--- src/hdl/alsc_regs.vh ---
// Constants for the accumulator logic, shift and convert unit
// Assumes inclusion by the single design module of the unit
`ifndef ALSC_REGS_VH
`define ALSC_REGS_VH

// ----------------------------------------------------------------
// Operation codes
// ----------------------------------------------------------------
`define ALSC_OP_W          4
`define ALSC_OP_NOP        4'h0
`define ALSC_OP_OR         4'h1
`define ALSC_OP_SHR        4'h2
`define ALSC_OP_SHL        4'h3
`define ALSC_OP_DECODE     4'h4
`define ALSC_OP_ENCODE     4'h5
`define ALSC_OP_COMPLEMENT 4'h6
`define ALSC_OP_DEC2BIN    4'h7
`define ALSC_OP_BIN2DEC    4'h8
`define ALSC_OP_FAULT      4'h9
`define ALSC_OP_LOAD       4'ha

// ----------------------------------------------------------------
// Data layout and limits
// ----------------------------------------------------------------
`define ALSC_ACC_W         16
`define ALSC_CNT_W         4
`define ALSC_ACC_RST       16'h0000
`define ALSC_FAULT_RST     16'h0000
`define ALSC_BCD_MAX       17'h0270f
`define ALSC_POS_W         4
`define ALSC_FLAG_RST      1'b0
`define ALSC_FLO_LSB       0
`define ALSC_FLO_MSB       7
`define ALSC_FHI_LSB       8
`define ALSC_FHI_MSB       15

`endif

--- src/hdl/alsc_unit.v ---
// Accumulator datapath: OR, shifts, decode/encode, complement,
// BCD/binary conversion and fault-number capture with flag coils.
// Assumes a sequencer on MCLK issuing one operation per enabled cycle.
//
// Functional notes
// - OR operand into accumulator, store result, zero flag if all zero.
// - Shift right by count, zeros enter at the top.
// - Shift left by count, zeros enter at the bottom.
// - Carry flag set if any one bit leaves during a shift.
// - Zero flag set after a shift leaving all bits zero.
// - Decode uses only low four bits as a position 0 to 15.
// - Encode turns set bit position into a 4-bit number, low bits.
// - Encode clears the twelve upper accumulator bits.
// - Complement inverts all sixteen accumulator bits.
// - Four BCD digits converted to the unsigned binary value.
// - Binary converted to four BCD digits, overflow above 9999.
// - Fault operation captures its BCD number into two data registers.
// - Later fault operations overwrite earlier fault numbers.
`timescale 1ns/1ps
`include "alsc_regs.vh"

module alsc_unit #(
  parameter ACC_W = `ALSC_ACC_W
) (
  // Clock, reset, enable
  input  wire             MCLK,
  input  wire             RST_B,
  input  wire             CE,
  // Operation request
  input  wire             OP_EN,
  input  wire [3:0]       OP_CODE,
  input  wire [ACC_W-1:0] OPERAND,
  input  wire [3:0]       SHIFT_CNT,
  // Accumulator and flags
  output wire [ACC_W-1:0] ACC,
  output wire             CARRY_FLAG,
  output wire             ZERO_FLAG,
  output wire             OVERFLOW_FLAG,
  // Fault number data registers
  output wire [7:0]       FAULT_LO,
  output wire [7:0]       FAULT_HI,
  output wire             FAULT_VALID
);

  // ----------------------------------------------------------------
  // Helper functions
  // ----------------------------------------------------------------
  function [3:0] enc_highest;
    input [15:0] v;
    integer i;
    begin
      enc_highest = 4'h0;
      for (i = 0; i < 16; i = i + 1) begin
        if (v[i]) begin
          enc_highest = i[3:0];
        end
      end
    end
  endfunction

  function [15:0] bcd_to_bin;
    input [15:0] d;
    begin
      bcd_to_bin = {12'h000, d[3:0]}
                 + ({12'h000, d[7:4]} * 16'd10)
                 + ({12'h000, d[11:8]} * 16'd100)
                 + ({12'h000, d[15:12]} * 16'd1000);
    end
  endfunction

  // Double-dabble; only four digits kept, overflow reported apart
  function [15:0] bin_to_bcd;
    input [15:0] b;
    integer i;
    reg [35:0] s;
    begin
      s = {20'h00000, b};
      for (i = 0; i < 16; i = i + 1) begin
        if (s[19:16] > 4'h4) s[19:16] = s[19:16] + 4'h3;
        if (s[23:20] > 4'h4) s[23:20] = s[23:20] + 4'h3;
        if (s[27:24] > 4'h4) s[27:24] = s[27:24] + 4'h3;
        if (s[31:28] > 4'h4) s[31:28] = s[31:28] + 4'h3;
        s = {s[34:0], 1'b0};
      end
      bin_to_bcd = s[31:16];
    end
  endfunction

  // Shift ops are decoded in more than one place
  function is_shift;
    input [`ALSC_OP_W-1:0] op;
    begin
      is_shift = (op == `ALSC_OP_SHR) || (op == `ALSC_OP_SHL);
    end
  endfunction

  function sets_zero;
    input [`ALSC_OP_W-1:0] op;
    begin
      sets_zero = is_shift(op) || (op == `ALSC_OP_OR);
    end
  endfunction

  // ----------------------------------------------------------------
  // Operation decode
  // ----------------------------------------------------------------
  wire             op_take;
  wire             op_shift;
  wire             op_zero;
  wire             op_ovf;

  // A held strobe repeats the op on every enabled edge
  assign op_take  = CE & OP_EN;
  assign op_shift = is_shift(OP_CODE);
  assign op_zero  = sets_zero(OP_CODE);
  assign op_ovf   = (OP_CODE == `ALSC_OP_BIN2DEC);

  // ----------------------------------------------------------------
  // State registers
  // ----------------------------------------------------------------
  reg  [ACC_W-1:0] acc_r;
  reg              carry_r;
  reg              zero_r;
  reg              ovf_r;
  reg  [7:0]       fault_lo_r;
  reg  [7:0]       fault_hi_r;
  reg              fault_valid_r;

  // ----------------------------------------------------------------
  // Logic results
  // ----------------------------------------------------------------
  wire [ACC_W-1:0]   or_res;
  wire [ACC_W-1:0]   dec_res;
  wire [ACC_W-1:0]   enc_res;
  wire [ACC_W-1:0]   cpl_res;
  genvar             g;

  assign or_res  = acc_r | OPERAND;
  assign cpl_res = ~acc_r;
  assign enc_res = {{(ACC_W-`ALSC_POS_W){1'b0}},
                    enc_highest(acc_r)};

  // Upper bits of the source play no part in the position
  generate
    for (g = 0; g < ACC_W; g = g + 1) begin : g_dec
      assign dec_res[g] = (acc_r[`ALSC_POS_W-1:0] == g);
    end
  endgenerate

  // ----------------------------------------------------------------
  // Shift results
  // ----------------------------------------------------------------
  wire [2*ACC_W-1:0] shr_w;
  wire [2*ACC_W-1:0] shl_w;
  wire [ACC_W-1:0]   shr_res;
  wire [ACC_W-1:0]   shl_res;
  wire               shr_cy;
  wire               shl_cy;

  // Double-width shift: the spill half holds every bit pushed out.
  // Counts span 0..15 from the 4-bit field; a zero count just passes through
  assign shr_w   = {acc_r, {ACC_W{1'b0}}} >> SHIFT_CNT;
  assign shl_w   = {{ACC_W{1'b0}}, acc_r} << SHIFT_CNT;
  assign shr_res = shr_w[2*ACC_W-1:ACC_W];
  assign shl_res = shl_w[ACC_W-1:0];
  assign shr_cy  = |shr_w[ACC_W-1:0];
  assign shl_cy  = |shl_w[2*ACC_W-1:ACC_W];

  // ----------------------------------------------------------------
  // Code conversion results
  // ----------------------------------------------------------------
  wire [ACC_W-1:0]   d2b_res;
  wire [ACC_W-1:0]   b2d_res;
  wire               b2d_ovf;

  // Invalid BCD digits still give their weighted sum, no error flag
  assign d2b_res = bcd_to_bin(acc_r);
  // Above the limit only the low four digits survive
  assign b2d_res = bin_to_bcd(acc_r);
  assign b2d_ovf = ({1'b0, acc_r} > `ALSC_BCD_MAX);

  // ----------------------------------------------------------------
  // Next-state datapath
  // ----------------------------------------------------------------
  reg  [ACC_W-1:0] acc_nxt;
  reg              fault_we;

  always @* begin
    acc_nxt  = acc_r;
    fault_we = 1'b0;
    case (OP_CODE)
      `ALSC_OP_OR: begin
        acc_nxt = or_res;
      end

      `ALSC_OP_SHR: begin
        acc_nxt = shr_res;
      end

      `ALSC_OP_SHL: begin
        acc_nxt = shl_res;
      end

      `ALSC_OP_DECODE: begin
        acc_nxt = dec_res;
      end

      `ALSC_OP_ENCODE: begin
        acc_nxt = enc_res;
      end

      `ALSC_OP_COMPLEMENT: begin
        acc_nxt = cpl_res;
      end

      `ALSC_OP_DEC2BIN: begin
        acc_nxt = d2b_res;
      end

      `ALSC_OP_BIN2DEC: begin
        acc_nxt = b2d_res;
      end

      `ALSC_OP_FAULT: begin
        fault_we = 1'b1;
      end

      `ALSC_OP_LOAD: begin
        acc_nxt = OPERAND;
      end

      default: begin
        acc_nxt = acc_r;
      end
    endcase
  end

  // ----------------------------------------------------------------
  // Flag next values
  // ----------------------------------------------------------------
  reg              carry_nxt;
  reg              zero_nxt;
  reg              ovf_nxt;

  // Flags move only for the ops that own them; others stay sticky
  always @* begin
    carry_nxt = carry_r;
    zero_nxt  = zero_r;
    ovf_nxt   = ovf_r;
    if (op_shift) begin
      carry_nxt = (OP_CODE == `ALSC_OP_SHL) ? shl_cy : shr_cy;
    end
    if (op_zero) begin
      zero_nxt = ~|acc_nxt;
    end
    if (op_ovf) begin
      ovf_nxt = b2d_ovf;
    end
  end

  // ----------------------------------------------------------------
  // Accumulator and flag coils
  // ----------------------------------------------------------------
  always @(posedge MCLK or negedge RST_B) begin
    if (!RST_B) begin
      acc_r   <= `ALSC_ACC_RST;
      carry_r <= `ALSC_FLAG_RST;
      zero_r  <= `ALSC_FLAG_RST;
      ovf_r   <= `ALSC_FLAG_RST;
    end else if (op_take) begin
      acc_r   <= acc_nxt;
      carry_r <= carry_nxt;
      zero_r  <= zero_nxt;
      ovf_r   <= ovf_nxt;
    end
  end

  // ----------------------------------------------------------------
  // Fault number registers
  // ----------------------------------------------------------------
  // Last capture wins: no priority among faults in a scan
  always @(posedge MCLK or negedge RST_B) begin
    if (!RST_B) begin
      {fault_hi_r, fault_lo_r} <= `ALSC_FAULT_RST;
      fault_valid_r            <= `ALSC_FLAG_RST;
    end else if (op_take && fault_we) begin
      fault_lo_r    <= OPERAND[`ALSC_FLO_MSB:`ALSC_FLO_LSB];
      fault_hi_r    <= OPERAND[`ALSC_FHI_MSB:`ALSC_FHI_LSB];
      fault_valid_r <= 1'b1;
    end
  end

  // ----------------------------------------------------------------
  // Outputs
  // ----------------------------------------------------------------
  assign ACC           = acc_r;
  assign CARRY_FLAG    = carry_r;
  assign ZERO_FLAG     = zero_r;
  assign OVERFLOW_FLAG = ovf_r;
  assign FAULT_LO      = fault_lo_r;
  assign FAULT_HI      = fault_hi_r;
  assign FAULT_VALID   = fault_valid_r;

endmodule

--- config.mk ---
export PLATFORM = sky130hd
export DESIGN_NAME = alsc_unit
export DESIGN_NICKNAME = d
export VERILOG_FILES = /design/src/hdl/alsc_unit.v
export VERILOG_INCLUDE_DIRS = /design/src /design/src/hdl
export SDC_FILE = /design/constraint.sdc
export NUM_CORES = 1
export LEC_CHECK = 0
export BUFFER_PORTS_ARGS = -buffer_cell sky130_fd_sc_hd__buf_4
export CORE_ASPECT_RATIO = 0.75
export CORE_MARGIN = 3
export CORE_UTILIZATION = 45
export CTS_CLUSTER_SIZE = 8
export DETAILED_ROUTE_END_ITERATION = 10
export PLACE_DENSITY = 0.69
export SYNTH_ARGS = -nofsm -noshare
export SYNTH_HDL_FRONTEND = slang
export SYNTH_SLANG_ARGS = --single-unit
--- constraint.sdc ---
create_clock -name MCLK -period 20.8 [get_ports MCLK]
set_input_delay 3.12 -clock MCLK [delete_from_list [all_inputs] [get_ports MCLK]]
set_output_delay 3.12 -clock MCLK [all_outputs]
set_load 0.01 [all_outputs]
Word level (Yosys, flattened, before mapping)
Index checks and enable logic that the tools add are counted.

cells by class
  $add $sub $neg = 37
  reduce and logical (&&, ||, !) cells = 11
  $mul = 3
  mux-type cells = 52
  bitwise gates (word level) = 3
  $lt $le $gt $ge = 35
  eq/ne operators = 25
  shifts and indexed selects = 2

operators by type and width
  operator                                              number
  two-way mux 4 bit                                     44
  case mux 16 bit (9 select lines)                      1
  > comparator 4 x 3 -> 1 bit, second input constant    30
  adder 4 x 2 -> 4 bit, second input constant           27
  OR reduction 16 bit                                   3
  == test 4 bit, second input constant                  11
  == test 4 x 3 -> 1 bit, second input constant         8
  << shifter 16 x 4 -> 32 bit                           1
  right shift 32 x 4 -> 32 bit                          1
  == test 4 x 2 -> 1 bit, second input constant         4
  > comparator 16 x 14 -> 1 bit, second input constant  1
  inverter 16 bit                                       1
  OR 16 bit                                             1
  adder 12 x 14 -> 15 bit                               1
  adder 3 x 2 -> 3 bit, second input constant           4
  adder 3 x 2 -> 4 bit, second input constant           3
  adder 9 x 11 -> 12 bit                                1
  > comparator 3 bit, second input constant             4
  two-way mux 3 bit                                     4
  multiplier 4 x 7 -> 11 bit, second input constant     1
  adder 4 x 8 -> 9 bit                                  1
  multiplier 4 x 5 -> 9 bit, second input constant      1
  == test 4 x 1 -> 1 bit, second input constant         2
  multiplier 4 x 3 -> 7 bit, second input constant      1
  7 further kinds                                       12

storage, ports and cells
  register bits = 36
  word-level logic and storage cells = 175

Logic depth before layout (Yosys ltp)
Gate-level depths: netlist of run 1.

  depth in word-level cells = 29
  depth in mapped cells = 48

Worst setup path after synthesis of run 1
OpenSTA, ideal clock, no wires.

  path type = register to register
  start = register acc_r[13] (netlist: ACC[13])
  end = register zero_r (netlist: ZERO_FLAG)
  data required time = 20.705 ns
  arrival = 8.957 ns
  path buffers = 5
  cell stages (with the launch flop) = 45
  slack = 11.748 ns
  library setup time = 0.095 ns
  cell sequence = dfrtp_1 -> buf_6 -> clkbuf_1 -> inv_1 -> ha_1 -> ha_1 -> buf_2 -> or3_1 -> a2111oi_0 -> a21oi_1 -> nand3_1 -> nand2_1 -> ha_1 -> inv_1 -> a31oi_1 -> xnor2_1 -> nor2_1 -> o22ai_1 -> [9 not listed] -> ha_1 -> buf_1 -> or4_1 -> o32a_1 -> o311a_1 -> o32ai_2 -> a21boi_1 -> xnor2_1 -> inv_1 -> ha_1 -> inv_1 -> nor3b_1 -> a31o_2 -> a31oi_1 -> o211ai_1 -> o221ai_1 -> nand2b_1 -> o31ai_1

on the way
  cells in the longest elaborated chain, start to end = 29
  elaborated cells on any way between the ends = 114
  those cells by class = add/sub: 35; mul: 1; order compare: 34; shift: 2; mux: 38; bitwise: 2; reduce/logical: 2

RTL lines
  what                                                                 RTL line                        source
  from (decl)                                                          alsc_unit.v:121                 reg [ACC_W-1:0] acc_r;
  from (signal assigned)                                               alsc_unit.v:266                 acc_r <= `ALSC_ACC_RST;
  from (signal assigned)                                               alsc_unit.v:271                 acc_r <= acc_nxt;
  adder 3 x 2 -> 4 bit or > comparator 3 bit (tied branches)           alsc_unit.v:79                  if (s[19:16] > 4'h4) s[19:16] = s[19:16] + 4'h3;
  two-way mux 4 bit                                                    alsc_unit.v:79
  adder 4 x 2 -> 4 bit or > comparator 4 x 3 -> 1 bit (tied branches)  alsc_unit.v:79
  two-way mux 4 bit                                                    alsc_unit.v:79
  adder 4 x 2 -> 4 bit or > comparator 4 x 3 -> 1 bit (tied branches)  alsc_unit.v:79
  two-way mux 4 bit                                                    alsc_unit.v:79
  > comparator 4 x 3 -> 1 bit, or another cell as far along            alsc_unit.v:79
  two-way mux 4 bit, on equally long branches                          alsc_unit.v:79, alsc_unit.v:80
  [13 not listed]                                                      -
  two-way mux 4 bit, or another cell as far along                      alsc_unit.v:80                  if (s[23:20] > 4'h4) s[23:20] = s[23:20] + 4'h3;
  adder 4 x 2 -> 4 bit, or another cell as far along                   alsc_unit.v:81                  if (s[27:24] > 4'h4) s[27:24] = s[27:24] + 4'h3;
  two-way mux 4 bit, or another cell as far along                      alsc_unit.v:81
  adder 4 x 2 -> 4 bit, or another cell as far along                   alsc_unit.v:81
  two-way mux 4 bit, or another cell as far along                      alsc_unit.v:81
  case mux 16 bit (9 select lines) (*)                                 alsc_unit.v:191                 case (OP_CODE)
  OR reduction 16 bit (*)                                              alsc_unit.v:254                 zero_nxt = ~|acc_nxt;
  logical NOT 1 bit (*)                                                alsc_unit.v:254
  to (signal assigned)                                                 alsc_unit.v:268                 zero_r <= `ALSC_FLAG_RST;
  to (signal assigned)                                                 alsc_unit.v:273                 zero_r <= zero_nxt;
  to (decl)                                                            alsc_unit.v:123                 reg zero_r;

Every way passes the cells marked *; elsewhere a longest branch is shown, timed or not.
A chain may end at the register's enable or synchronous reset.

Final worst setup path of run 1
Same ends and word-level chain as after synthesis.

==> impl_metrics.env, run 1 <==
export IMPL_rows=48
export IMPL_synthFlopType="dfrtp_1"
export IMPL_setup_viol=0
export IMPL_die_x_um=187
export IMPL_final_core_util=0.501
export IMPL_totalNegativeSetupSlack_ns=0
export IMPL_fin_ws_ns=9.89
export IMPL_met1_usage=0.416
export IMPL_drt_iter0_drc=1798
export IMPL_slew_violations=0
export IMPL_vias_per_cell=6.82
export IMPL_worst_setup_path_type="reg2reg"
export IMPL_area_delta_synth_final_pct=7.07
export IMPL_whs_path_depth=1
export IMPL_tightest_slew_ns=1.09
export IMPL_cts_resized=0
export IMPL_clockRootBuffer="clkbuf_16"
export IMPL_rsz0062_at_grt="false"
export IMPL_syn_inst=1519
export IMPL_max_freq_mhz=91.7
export IMPL_grt_pass1_wl_um=61000
export IMPL_die_h_um=141
export IMPL_syn_nets=1646
export IMPL_maxSlewHeadroom=0.269
export IMPL_start_util=0.467
export IMPL_yosysTopAreaCell="ha_1"
export IMPL_synth_cell_type_count=116
export IMPL_ys_async_sr_fraction=1.00
export IMPL_port_buffer_count=63
export IMPL_outcome="finished clean"
export IMPL_antenna_found_initial=2
export IMPL_grt_max_degree=49
export IMPL_clk_latency_ns=0.29
export IMPL_grt_pass1_vias=11100
export IMPL_synth_ff_latch_count=36
export IMPL_cts_sinks=36
export IMPL_ctsLongestPathBuffers=2
export IMPL_period_minus_slack_ns=10.91
export IMPL_r2r_cells=40
export IMPL_cap_viol_max_count=0
export IMPL_die_area_um2=26400
export IMPL_final_cell_mix="141 x nor2_1, 138 x nand2_1, 116 x a21oi_1, 98 x o21ai_0, 86 x buf_4"
export IMPL_antenna_left=0
export IMPL_nets=1639
export IMPL_synth_edf_count=0
export IMPL_place_ws_ns=10.15
export IMPL_endpoint_kind="flip-flop"
export IMPL_wl_per_cell_um=21.5
export IMPL_cts_buffers=5
export IMPL_synth_top_area_share=0.0932
export IMPL_min_path_type="reg2reg"
export IMPL_critPathArrivalTime_ns=11.10
export IMPL_finClkSkew_ns=0.00846
export IMPL_busiest_layer="met1"
export IMPL_ys_warn_count=0
export IMPL_use_met2=0.391
export IMPL_syn_area_um2=11000
export IMPL_final_common_cell="nor2_1"
export IMPL_dp_hpwl_um=30000
export IMPL_gp_congestion=1.06
export IMPL_synthTopCellsByArea="ha_1 9.3%, dfrtp_1 8.2%, a21oi_1 5.3%"
export IMPL_clkTransAtPathRegs_ns=0.06
export IMPL_start_kind="flip-flop"
export IMPL_grt_ovfl_total=0
export IMPL_drtPass1Iterations=8
export IMPL_grt_usage=0.280
export IMPL_cp_slowest_cell="dfrtp_1"
export IMPL_cp_max_fo=19
export IMPL_via_count=12500
export IMPL_post_cts_setup_buffers=0
export IMPL_cts_hold_buffers=0
export IMPL_cts_htree_levels=2
export IMPL_coreArea_um2=23500
export IMPL_ios=64
export IMPL_max_stage_delay_ns=0.82
export IMPL_cts_tree="done"
export IMPL_post_route_period_util=0.524
export IMPL_drc=0
export IMPL_worstPathRequired_ns=20.99
export IMPL_yosysSeqAreaShare=0.0819
export IMPL_syn_avg_cell_area_um2=7.25
export IMPL_grt_use_met3=0.0963
export IMPL_hold_viol=0
export IMPL_layout_drive_gt1_share=0.137
export IMPL_wirelength_um=39500
cells in the mapped netlist, drive strengths merged (20+ instances only):
| master | count |
|---|---|
| mux2i | 49 |
| nor3 | 35 |
| nand2 | 142 |
| a211oi | 24 |
| mux2 | 31 |
| dfrtp | 36 |
| a21oi | 120 |
| xnor2 | 30 |
| o211ai | 32 |
| a31oi | 24 |
| inv | 72 |
| nor4 | 22 |
| o21ai | 117 |
| ha | 82 |
| nand3 | 47 |
| o22ai | 20 |
| a22oi | 21 |
| nand2b | 20 |
| buf | 44 |
| nand4 | 22 |
| clkbuf | 56 |
| nor2 | 145 |
through the flow:
| stage | cell area (µm²) | cells | hold WS (ns) |
|---|---|---|---|
| after floorplan | 11000 | 1519 | 0.512 |
| after global placement | 11600 | 1830 | 0.462 |
| after detailed placement | 11600 | 1830 | 0.467 |
| after CTS | 11800 | 1838 | 0.481 |
| after global routing | 11800 | 1838 | 0.499 |
| final | 11800 | 1839 | 0.480 |
final timing paths:
check | startpoint | slack [ns] | endpoint
max in group asynchronous | RST_B | 17.65 | ZERO_FLAG$_DFFE_PN0P_
worst min register to register | FAULT_VALID$_DFFE_PN0P_ | 0.48 | FAULT_VALID$_DFFE_PN0P_
worst max-delay path | ACC[13]$_DFFE_PN0P_ | 9.89 | ZERO_FLAG$_DFFE_PN0P_
worst min-delay path | FAULT_VALID$_DFFE_PN0P_ | 0.48 | FAULT_VALID$_DFFE_PN0P_
min in group asynchronous | RST_B | 2.80 | ACC[3]$_DFFE_PN0P_
worst max register to register | ACC[13]$_DFFE_PN0P_ | 9.89 | ZERO_FLAG$_DFFE_PN0P_
layer usage:
| metal | share of wire | wire length (µm) |
|---|---|---|
| met1 | 0.46 | 18000 |
| met2 | 0.39 | 15300 |
| met3 | 0.14 | 5340 |
| met4 | 0.021 | 811 |
| met5 | 0.00041 | 16 |
cell type report:
| type | count | area (µm²) |
|---|---|---|
| Fill cell | 2331 | 11800 |
| Timing Repair Buffer | 86 | 646 |
| Antenna cell | 1 | 2.50 |
| Inverter | 76 | 285 |
| Clock buffer | 5 | 125 |
| Sequential cell | 36 | 901 |
| Multi-Input combinational cell | 1307 | 9380 |
| Clock inverter | 3 | 42.5 |
| Tap cell | 325 | 407 |
cells by family (layout without fill, tap and decap cells):
logic type,count (synthesis),after routing,synth area share
AOI/OAI and AO/OA,571,571,0.379
and+or+nand+nor,516,516,0.233
buffers and inverters,176,170,0.0668
adders and majority gates,100,100,0.125
muxes,82,82,0.0807
xor gates and xnor gates,38,38,0.0337
DFF,36,36,0.0819
other,0,1,0
registers in the layout (all words and copies together), names as in the netlist:
signal	cells
ACC	16
ZERO_FLAG	1
FAULT_VALID	1
FAULT_HI	8
OVERFLOW_FLAG	1
CARRY_FLAG	1
FAULT_LO	8
critical path, delay by kind of cell (launching register included):
family,cells,cell delay [ns]
compound gates,17,4.34
xor+xnor,3,1.38
fa+ha+maj,5,1.38
buf+inv,5,0.70
flops,1,0.82
simple gates,10,2.14
Power of run 1 is left out: the tool's default activity adds up to more than one toggle a clock period on the data nets, which glitch-free logic cannot reach.
==> run 2: changes to the inputs <==
ABC_AREA = 1   (was default)
PLACE_DENSITY = 0.72   (was 0.69)
clock period = 8.85 ns   (was 20.8 ns; I/O delays follow)
==> run 2 against run 1 <==
Compared with the run above:
- sequential cell count unchanged
- maximum frequency is 39% higher
- critical path depth rose by 27
- critical endpoint unchanged
- largest cell class unchanged
- highest routed layer unchanged
==> impl_metrics.env, run 2 <==
export IMPL_max_freq_mhz=127
export IMPL_rsz0062_at_grt="false"
export IMPL_start_kind="flip-flop"
export IMPL_synth_ff_latch_count=36
export IMPL_gp_congestion=1.02
export IMPL_placed_area_um2=9630
export IMPL_ctsLongestPathBuffers=2
export IMPL_synth_most_common_cell="nand2_1"
export IMPL_hold_viol=0
export IMPL_yosysTopAreaCell="nand2_1"
export IMPL_tightest_slew_ns=1.07
export IMPL_layout_drive_gt1_share=0.146
export IMPL_cts_sinks=36
export IMPL_cp_max_fo=18
export IMPL_synth_edf_count=0
export IMPL_antenna_found_initial=1
export IMPL_post_route_period_util=0.888
export IMPL_endpoint_kind="flip-flop"
export IMPL_clkTransAtPathRegs_ns=0.07
export IMPL_drt_iter0_drc=1169
export IMPL_max_stage_delay_ns=0.81
export IMPL_synthFlopType="dfrtp_1"
export IMPL_finClkSkew_ns=0.00130
export IMPL_final_common_cell="nand2_1"
export IMPL_die_x_um=169
export IMPL_cts_buffers=5
export IMPL_grt_pass1_wl_um=47000
export IMPL_slew_violations=0
export IMPL_antenna_left=0
export IMPL_port_buffer_count=63
export IMPL_vias_per_cell=5.58
export IMPL_period_minus_slack_ns=7.85
export IMPL_post_route_cell_area_um2=9820
export IMPL_final_cell_mix="434 x nand2_1, 199 x inv_1, 154 x nand3_1, 102 x o21ai_0, 100 x nor2_1"
export IMPL_coreArea_um2=18900
export IMPL_area_delta_synth_final_pct=10.1
export IMPL_synth_cell_type_count=55
export IMPL_ios=64
export IMPL_maxSlewHeadroom=0.282
export IMPL_via_count=10100
export IMPL_min_path_type="reg2reg"
export IMPL_synth_top_area_share=0.183
export IMPL_drc=0
export IMPL_synthTopCellsByArea="nand2_1 18%, ha_1 12%, dfrtp_1 10%"
export IMPL_wirelength_um=28900
export IMPL_syn_nets=1638
export IMPL_ys_top_cells_by_count="434 x nand2_1, 200 x inv_1, 154 x nand3_1, 102 x o21ai_0, 100 x nor2_1"
export IMPL_totalNegativeSetupSlack_ns=0
export IMPL_cp_slowest_cell="dfrtp_1"
export IMPL_nets=1681
export IMPL_die_h_um=128
export IMPL_wl_per_cell_um=16.1
export IMPL_grt_ovfl_total=0
export IMPL_largest_reg_flops=16
export IMPL_syn_inst=1511
export IMPL_antenna_cells=0
export IMPL_ys_warn_count=0
export IMPL_crit_path_frequent_cell="nand2_1"
export IMPL_worst_setup_path_type="reg2reg"
export IMPL_die_area_um2=21600
export IMPL_outcome="finished clean"
export IMPL_grt_usage=0.266
export IMPL_rows=43
export IMPL_critPathArrivalTime_ns=8.09
export IMPL_start_util=0.471
export IMPL_syn_area_um2=8910
export IMPL_cap_viol_max_count=0
export IMPL_clockRootBuffer="clkbuf_16"
export IMPL_worstPathRequired_ns=9.09
export IMPL_cts_htree_levels=2
export IMPL_ys_async_sr_fraction=1.00
export IMPL_setup_viol=0
export IMPL_grt_max_degree=38
export IMPL_syn_avg_cell_area_um2=5.90
export IMPL_clk_latency_ns=0.30
export IMPL_dp_hpwl_um=23300
export IMPL_yosysSeqAreaShare=0.101
export IMPL_drtPass1Iterations=5
export IMPL_grt_pass1_vias=8965
export IMPL_cts_tree="done"
run 2: timing repair:
action / CTS / global route
endpoints found under the setup margin: 0 / 1
buffers inserted: 0 / 2
resized for setup: 0 / 1
hold buffers: 0 / 0
run 2: kinds of logic after synthesis:
logic type	share of synthesized area
compound gates	0.170
xor+xnor	0.0211
fa+ha+maj	0.153
buf+inv	0.116
flops	0.101
mux	0.00702
simple gates	0.431
run 2: cell type report:
cell class,instances,area [µm²]
inverter,230,870
clock inverter,3,46.3
multi-input combinational,1202,6980
clock buffer,5,125
tap,247,309
fill,1961,9120
timing repair buffer,79,593
sequential,36,901
run 2: final timing paths:
check | from | to | slack (ns) | cells after the start
max reg2reg | ACC[15]$_DFFE_PN0P_ | ZERO_FLAG$_DFFE_PN0P_ | 1.0 | 67
min | FAULT_VALID$_DFFE_PN0P_ | FAULT_VALID$_DFFE_PN0P_ | 0.48 | 2
min in group asynchronous | RST_B | ACC[6]$_DFFE_PN0P_ | 0.99 | 1
max | ACC[15]$_DFFE_PN0P_ | ZERO_FLAG$_DFFE_PN0P_ | 1.0 | 67
min reg2reg | FAULT_VALID$_DFFE_PN0P_ | FAULT_VALID$_DFFE_PN0P_ | 0.48 | 2
max in group asynchronous | RST_B | FAULT_HI[1]$_DFFE_PN0P_ | 7.51 | 1
run 2: stage by stage:
step / setup WS [ns] / std cells / hold slack, ns / utilization
3_5_place_dp: 1.07 / 1792 / 0.457 / 0.508
2_1_floorplan: 1.87 / 1511 / 0.501 / -
5_1_grt: 0.0329 / 1802 / 0.515 / 0.518
3_3_place_gp: 1.26 / 1792 / 0.455 / 0.508
4_1_cts: 1.04 / 1800 / 0.480 / 0.518
6_report: 0.995 / 1802 / 0.479 / 0.518
run 2: critical path: cells and delay by family (launching register included):
kind | cells | cell delay [ns]
simple gates | 54 | 5.21
buf+inv | 7 | 0.46
fa+ha+maj | 5 | 1.09
xor+xnor | 1 | 0.21
flops | 1 | 0.81
run 2: per-layer routing:
layer	track usage	vias up	wire length, µm
li1	-	5032	-
met1	0.413	4492	13900
met2	0.379	485	11400
met3	0.0564	50	3180
met4	0.0447	2	466
met5	0	-	11
Power of run 2 is left out for the same reason.
==> run 3: changes to the inputs <==
PLACE_DENSITY = 0.69   (was 0.72)
clock period = 8.6 ns   (was 8.85 ns; I/O delays follow)
==> run 3 against run 2 <==
Compared with the run above:
- clock skew increased by 0.0027 ns
- hold slack improved by 0.0015 ns
- critical path depth grew 2
- via count decreased by 1.1%
- sequential cell count is the same
- die area unchanged
- register-to-register slack hardly changed
- cell area about the same
- global-route usage decreased by 0.24 points
- non-clock buffer count down 4
- sequential share of layout area about the same
- core utilization about the same
- critical endpoint unchanged
==> impl_metrics.env, run 3 (same netlist as run 2, synthesis figures left out) <==
export IMPL_dp_hpwl_um=23300
export IMPL_start_util=0.471
export IMPL_setup_viol=0
export IMPL_antenna_left=0
export IMPL_die_h_um=128
export IMPL_num_fill_cells=2013
export IMPL_area_delta_synth_final_pct=10.0
export IMPL_clk_latency_ns=0.30
export IMPL_drt_iter0_drc=1138
export IMPL_gp_congestion=1.10
export IMPL_die_x_um=169
export IMPL_drc=0
export IMPL_hold_ws_ns=0.480
export IMPL_rsz0062_at_grt="false"
export IMPL_whs_path_depth=2
export IMPL_cts_tree="done"
export IMPL_r2r_end="ZERO_FLAG$_DFFE_PN0P_"
export IMPL_tightest_slew_ns=1.01
export IMPL_clkTransAtPathRegs_ns=0.07
export IMPL_cts_buffers=5
export IMPL_r2r_cells=69
export IMPL_slew_violations=0
export IMPL_final_cells=1798
export IMPL_max_stage_delay_ns=0.38
export IMPL_ctsLongestPathBuffers=2
export IMPL_largest_reg_flops=16
export IMPL_reg2reg_slack_ns=0.98
export IMPL_dpl_cell_count=1790
export IMPL_worstPathRequired_ns=8.84
export IMPL_clockRootBuffer="clkbuf_16"
export IMPL_cap_viol_max_count=0
export IMPL_rows=43
export IMPL_antenna_found_initial=1
export IMPL_min_path_type="reg2reg"
export IMPL_cts_sinks=36
export IMPL_vias_per_cell=5.54
export IMPL_fin_ws_ns=0.984
export IMPL_coreArea_um2=18900
export IMPL_grt_usage=0.264
export IMPL_final_cell_mix="431 x nand2_1, 199 x inv_1, 153 x nand3_1, 102 x o21ai_0, 100 x nor2_1"
export IMPL_cts_hold_buffers=0
export IMPL_place_ws_ns=0.878
export IMPL_start_kind="flip-flop"
export IMPL_cp_max_fo=7
export IMPL_critPathArrivalTime_ns=7.85
export IMPL_grt_max_degree=38
export IMPL_layout_drive_gt1_share=0.147
export IMPL_crit_path_frequent_cell="nand2_2"
export IMPL_hold_path_endpoint="FAULT_VALID$_DFFE_PN0P_"
export IMPL_grt_pass1_vias=8902
export IMPL_port_buffer_count=63
export IMPL_hold_start="FAULT_VALID$_DFFE_PN0P_"
export IMPL_maxSlewHeadroom=0.327
export IMPL_cp_slowest_cell="dfrtp_1"
export IMPL_endpoint_kind="flip-flop"
export IMPL_hold_viol=0
export IMPL_nets=1677
export IMPL_finClkSkew_ns=0.00398
export IMPL_multi_input_area_um2=7000
export IMPL_post_cts_setup_buffers=0
export IMPL_reg2reg_from="ACC[14]$_DFFE_PN0P_"
export IMPL_via_count=9955
export IMPL_outcome="finished clean"
export IMPL_ios=64
export IMPL_totalNegativeSetupSlack_ns=0
export IMPL_wirelength_um=28700
export IMPL_die_area_um2=21600
export IMPL_max_freq_mhz=131
export IMPL_grt_ovfl_total=0
export IMPL_seq_area_um2=901
export IMPL_cts_htree_levels=2
export IMPL_worst_setup_path_type="reg2reg"
export IMPL_post_route_period_util=0.886
export IMPL_final_common_cell="nand2_1"
export IMPL_wl_per_cell_um=16.0
export IMPL_antenna_cells=0
export IMPL_grt_pass1_wl_um=46500
export IMPL_drtPass1Iterations=5
export IMPL_period_minus_slack_ns=7.62
export IMPL_cts_resized=0
[run 3: cell count changes in the layout (fill, tap and decap cells not counted), sizes merged]
cell,change
clkinvlp,-1
buf,-4
inv,+1
[run 3: worst max-delay path, delay by kind of cell, from the launching register on]
family / cells / cell delay (ns)
fa+ha+maj: 6 / 1.19
flops: 1 / 0.38
compound gates: 3 / 0.35
buf+inv: 9 / 0.68
simple gates: 50 / 4.74
xor+xnor: 1 / 0.17
[run 3: worst max path at each step]
stage,slack [ns],end,startpoint,depth (start not counted)
after global placement,1.04,ZERO_FLAG$_DFFE_PN0P_,ACC[14]$_DFFE_PN0P_,71
after CTS,0.84,ZERO_FLAG$_DFFE_PN0P_,ACC[14]$_DFFE_PN0P_,69
after detailed placement,0.88,ZERO_FLAG$_DFFE_PN0P_,ACC[14]$_DFFE_PN0P_,69
final,0.98,ZERO_FLAG$_DFFE_PN0P_,ACC[14]$_DFFE_PN0P_,69
after global routing,0.03,ZERO_FLAG$_DFFE_PN0P_,ACC[14]$_DFFE_PN0P_,73
after floorplan,1.62,ZERO_FLAG$_DFFE_PN0P_,ACC[14]$_DFFE_PN0P_,73
[run 3: cell type report]
class | count | area share
timing repair buffer | 75 | 0.0574
inverter | 230 | 0.0883
sequential | 36 | 0.0918
tap | 247 | 0.0315
clock buffer | 5 | 0.0128
multi-input combinational | 1202 | 0.714
clock inverter | 3 | 0.00472
[run 3: routing by layer]
layer / wire length [µm] / part of all wire / global-route usage
met4: 325 / 0.011 / 0.0385
met3: 2970 / 0.10 / 0.0697
met1: 14100 / 0.49 / 0.401
met5: 13 / 0.00045 / 0
met2: 11300 / 0.39 / 0.379
[run 3: metrics by stage]
stage               utilization  cell area [µm²]
floorplan                     -             8910
global placement          0.508             9610
detailed placement        0.508             9610
CTS                       0.517             9790
global route              0.518             9810
finish                    0.518             9810
Power of run 3 is left out for the same reason.
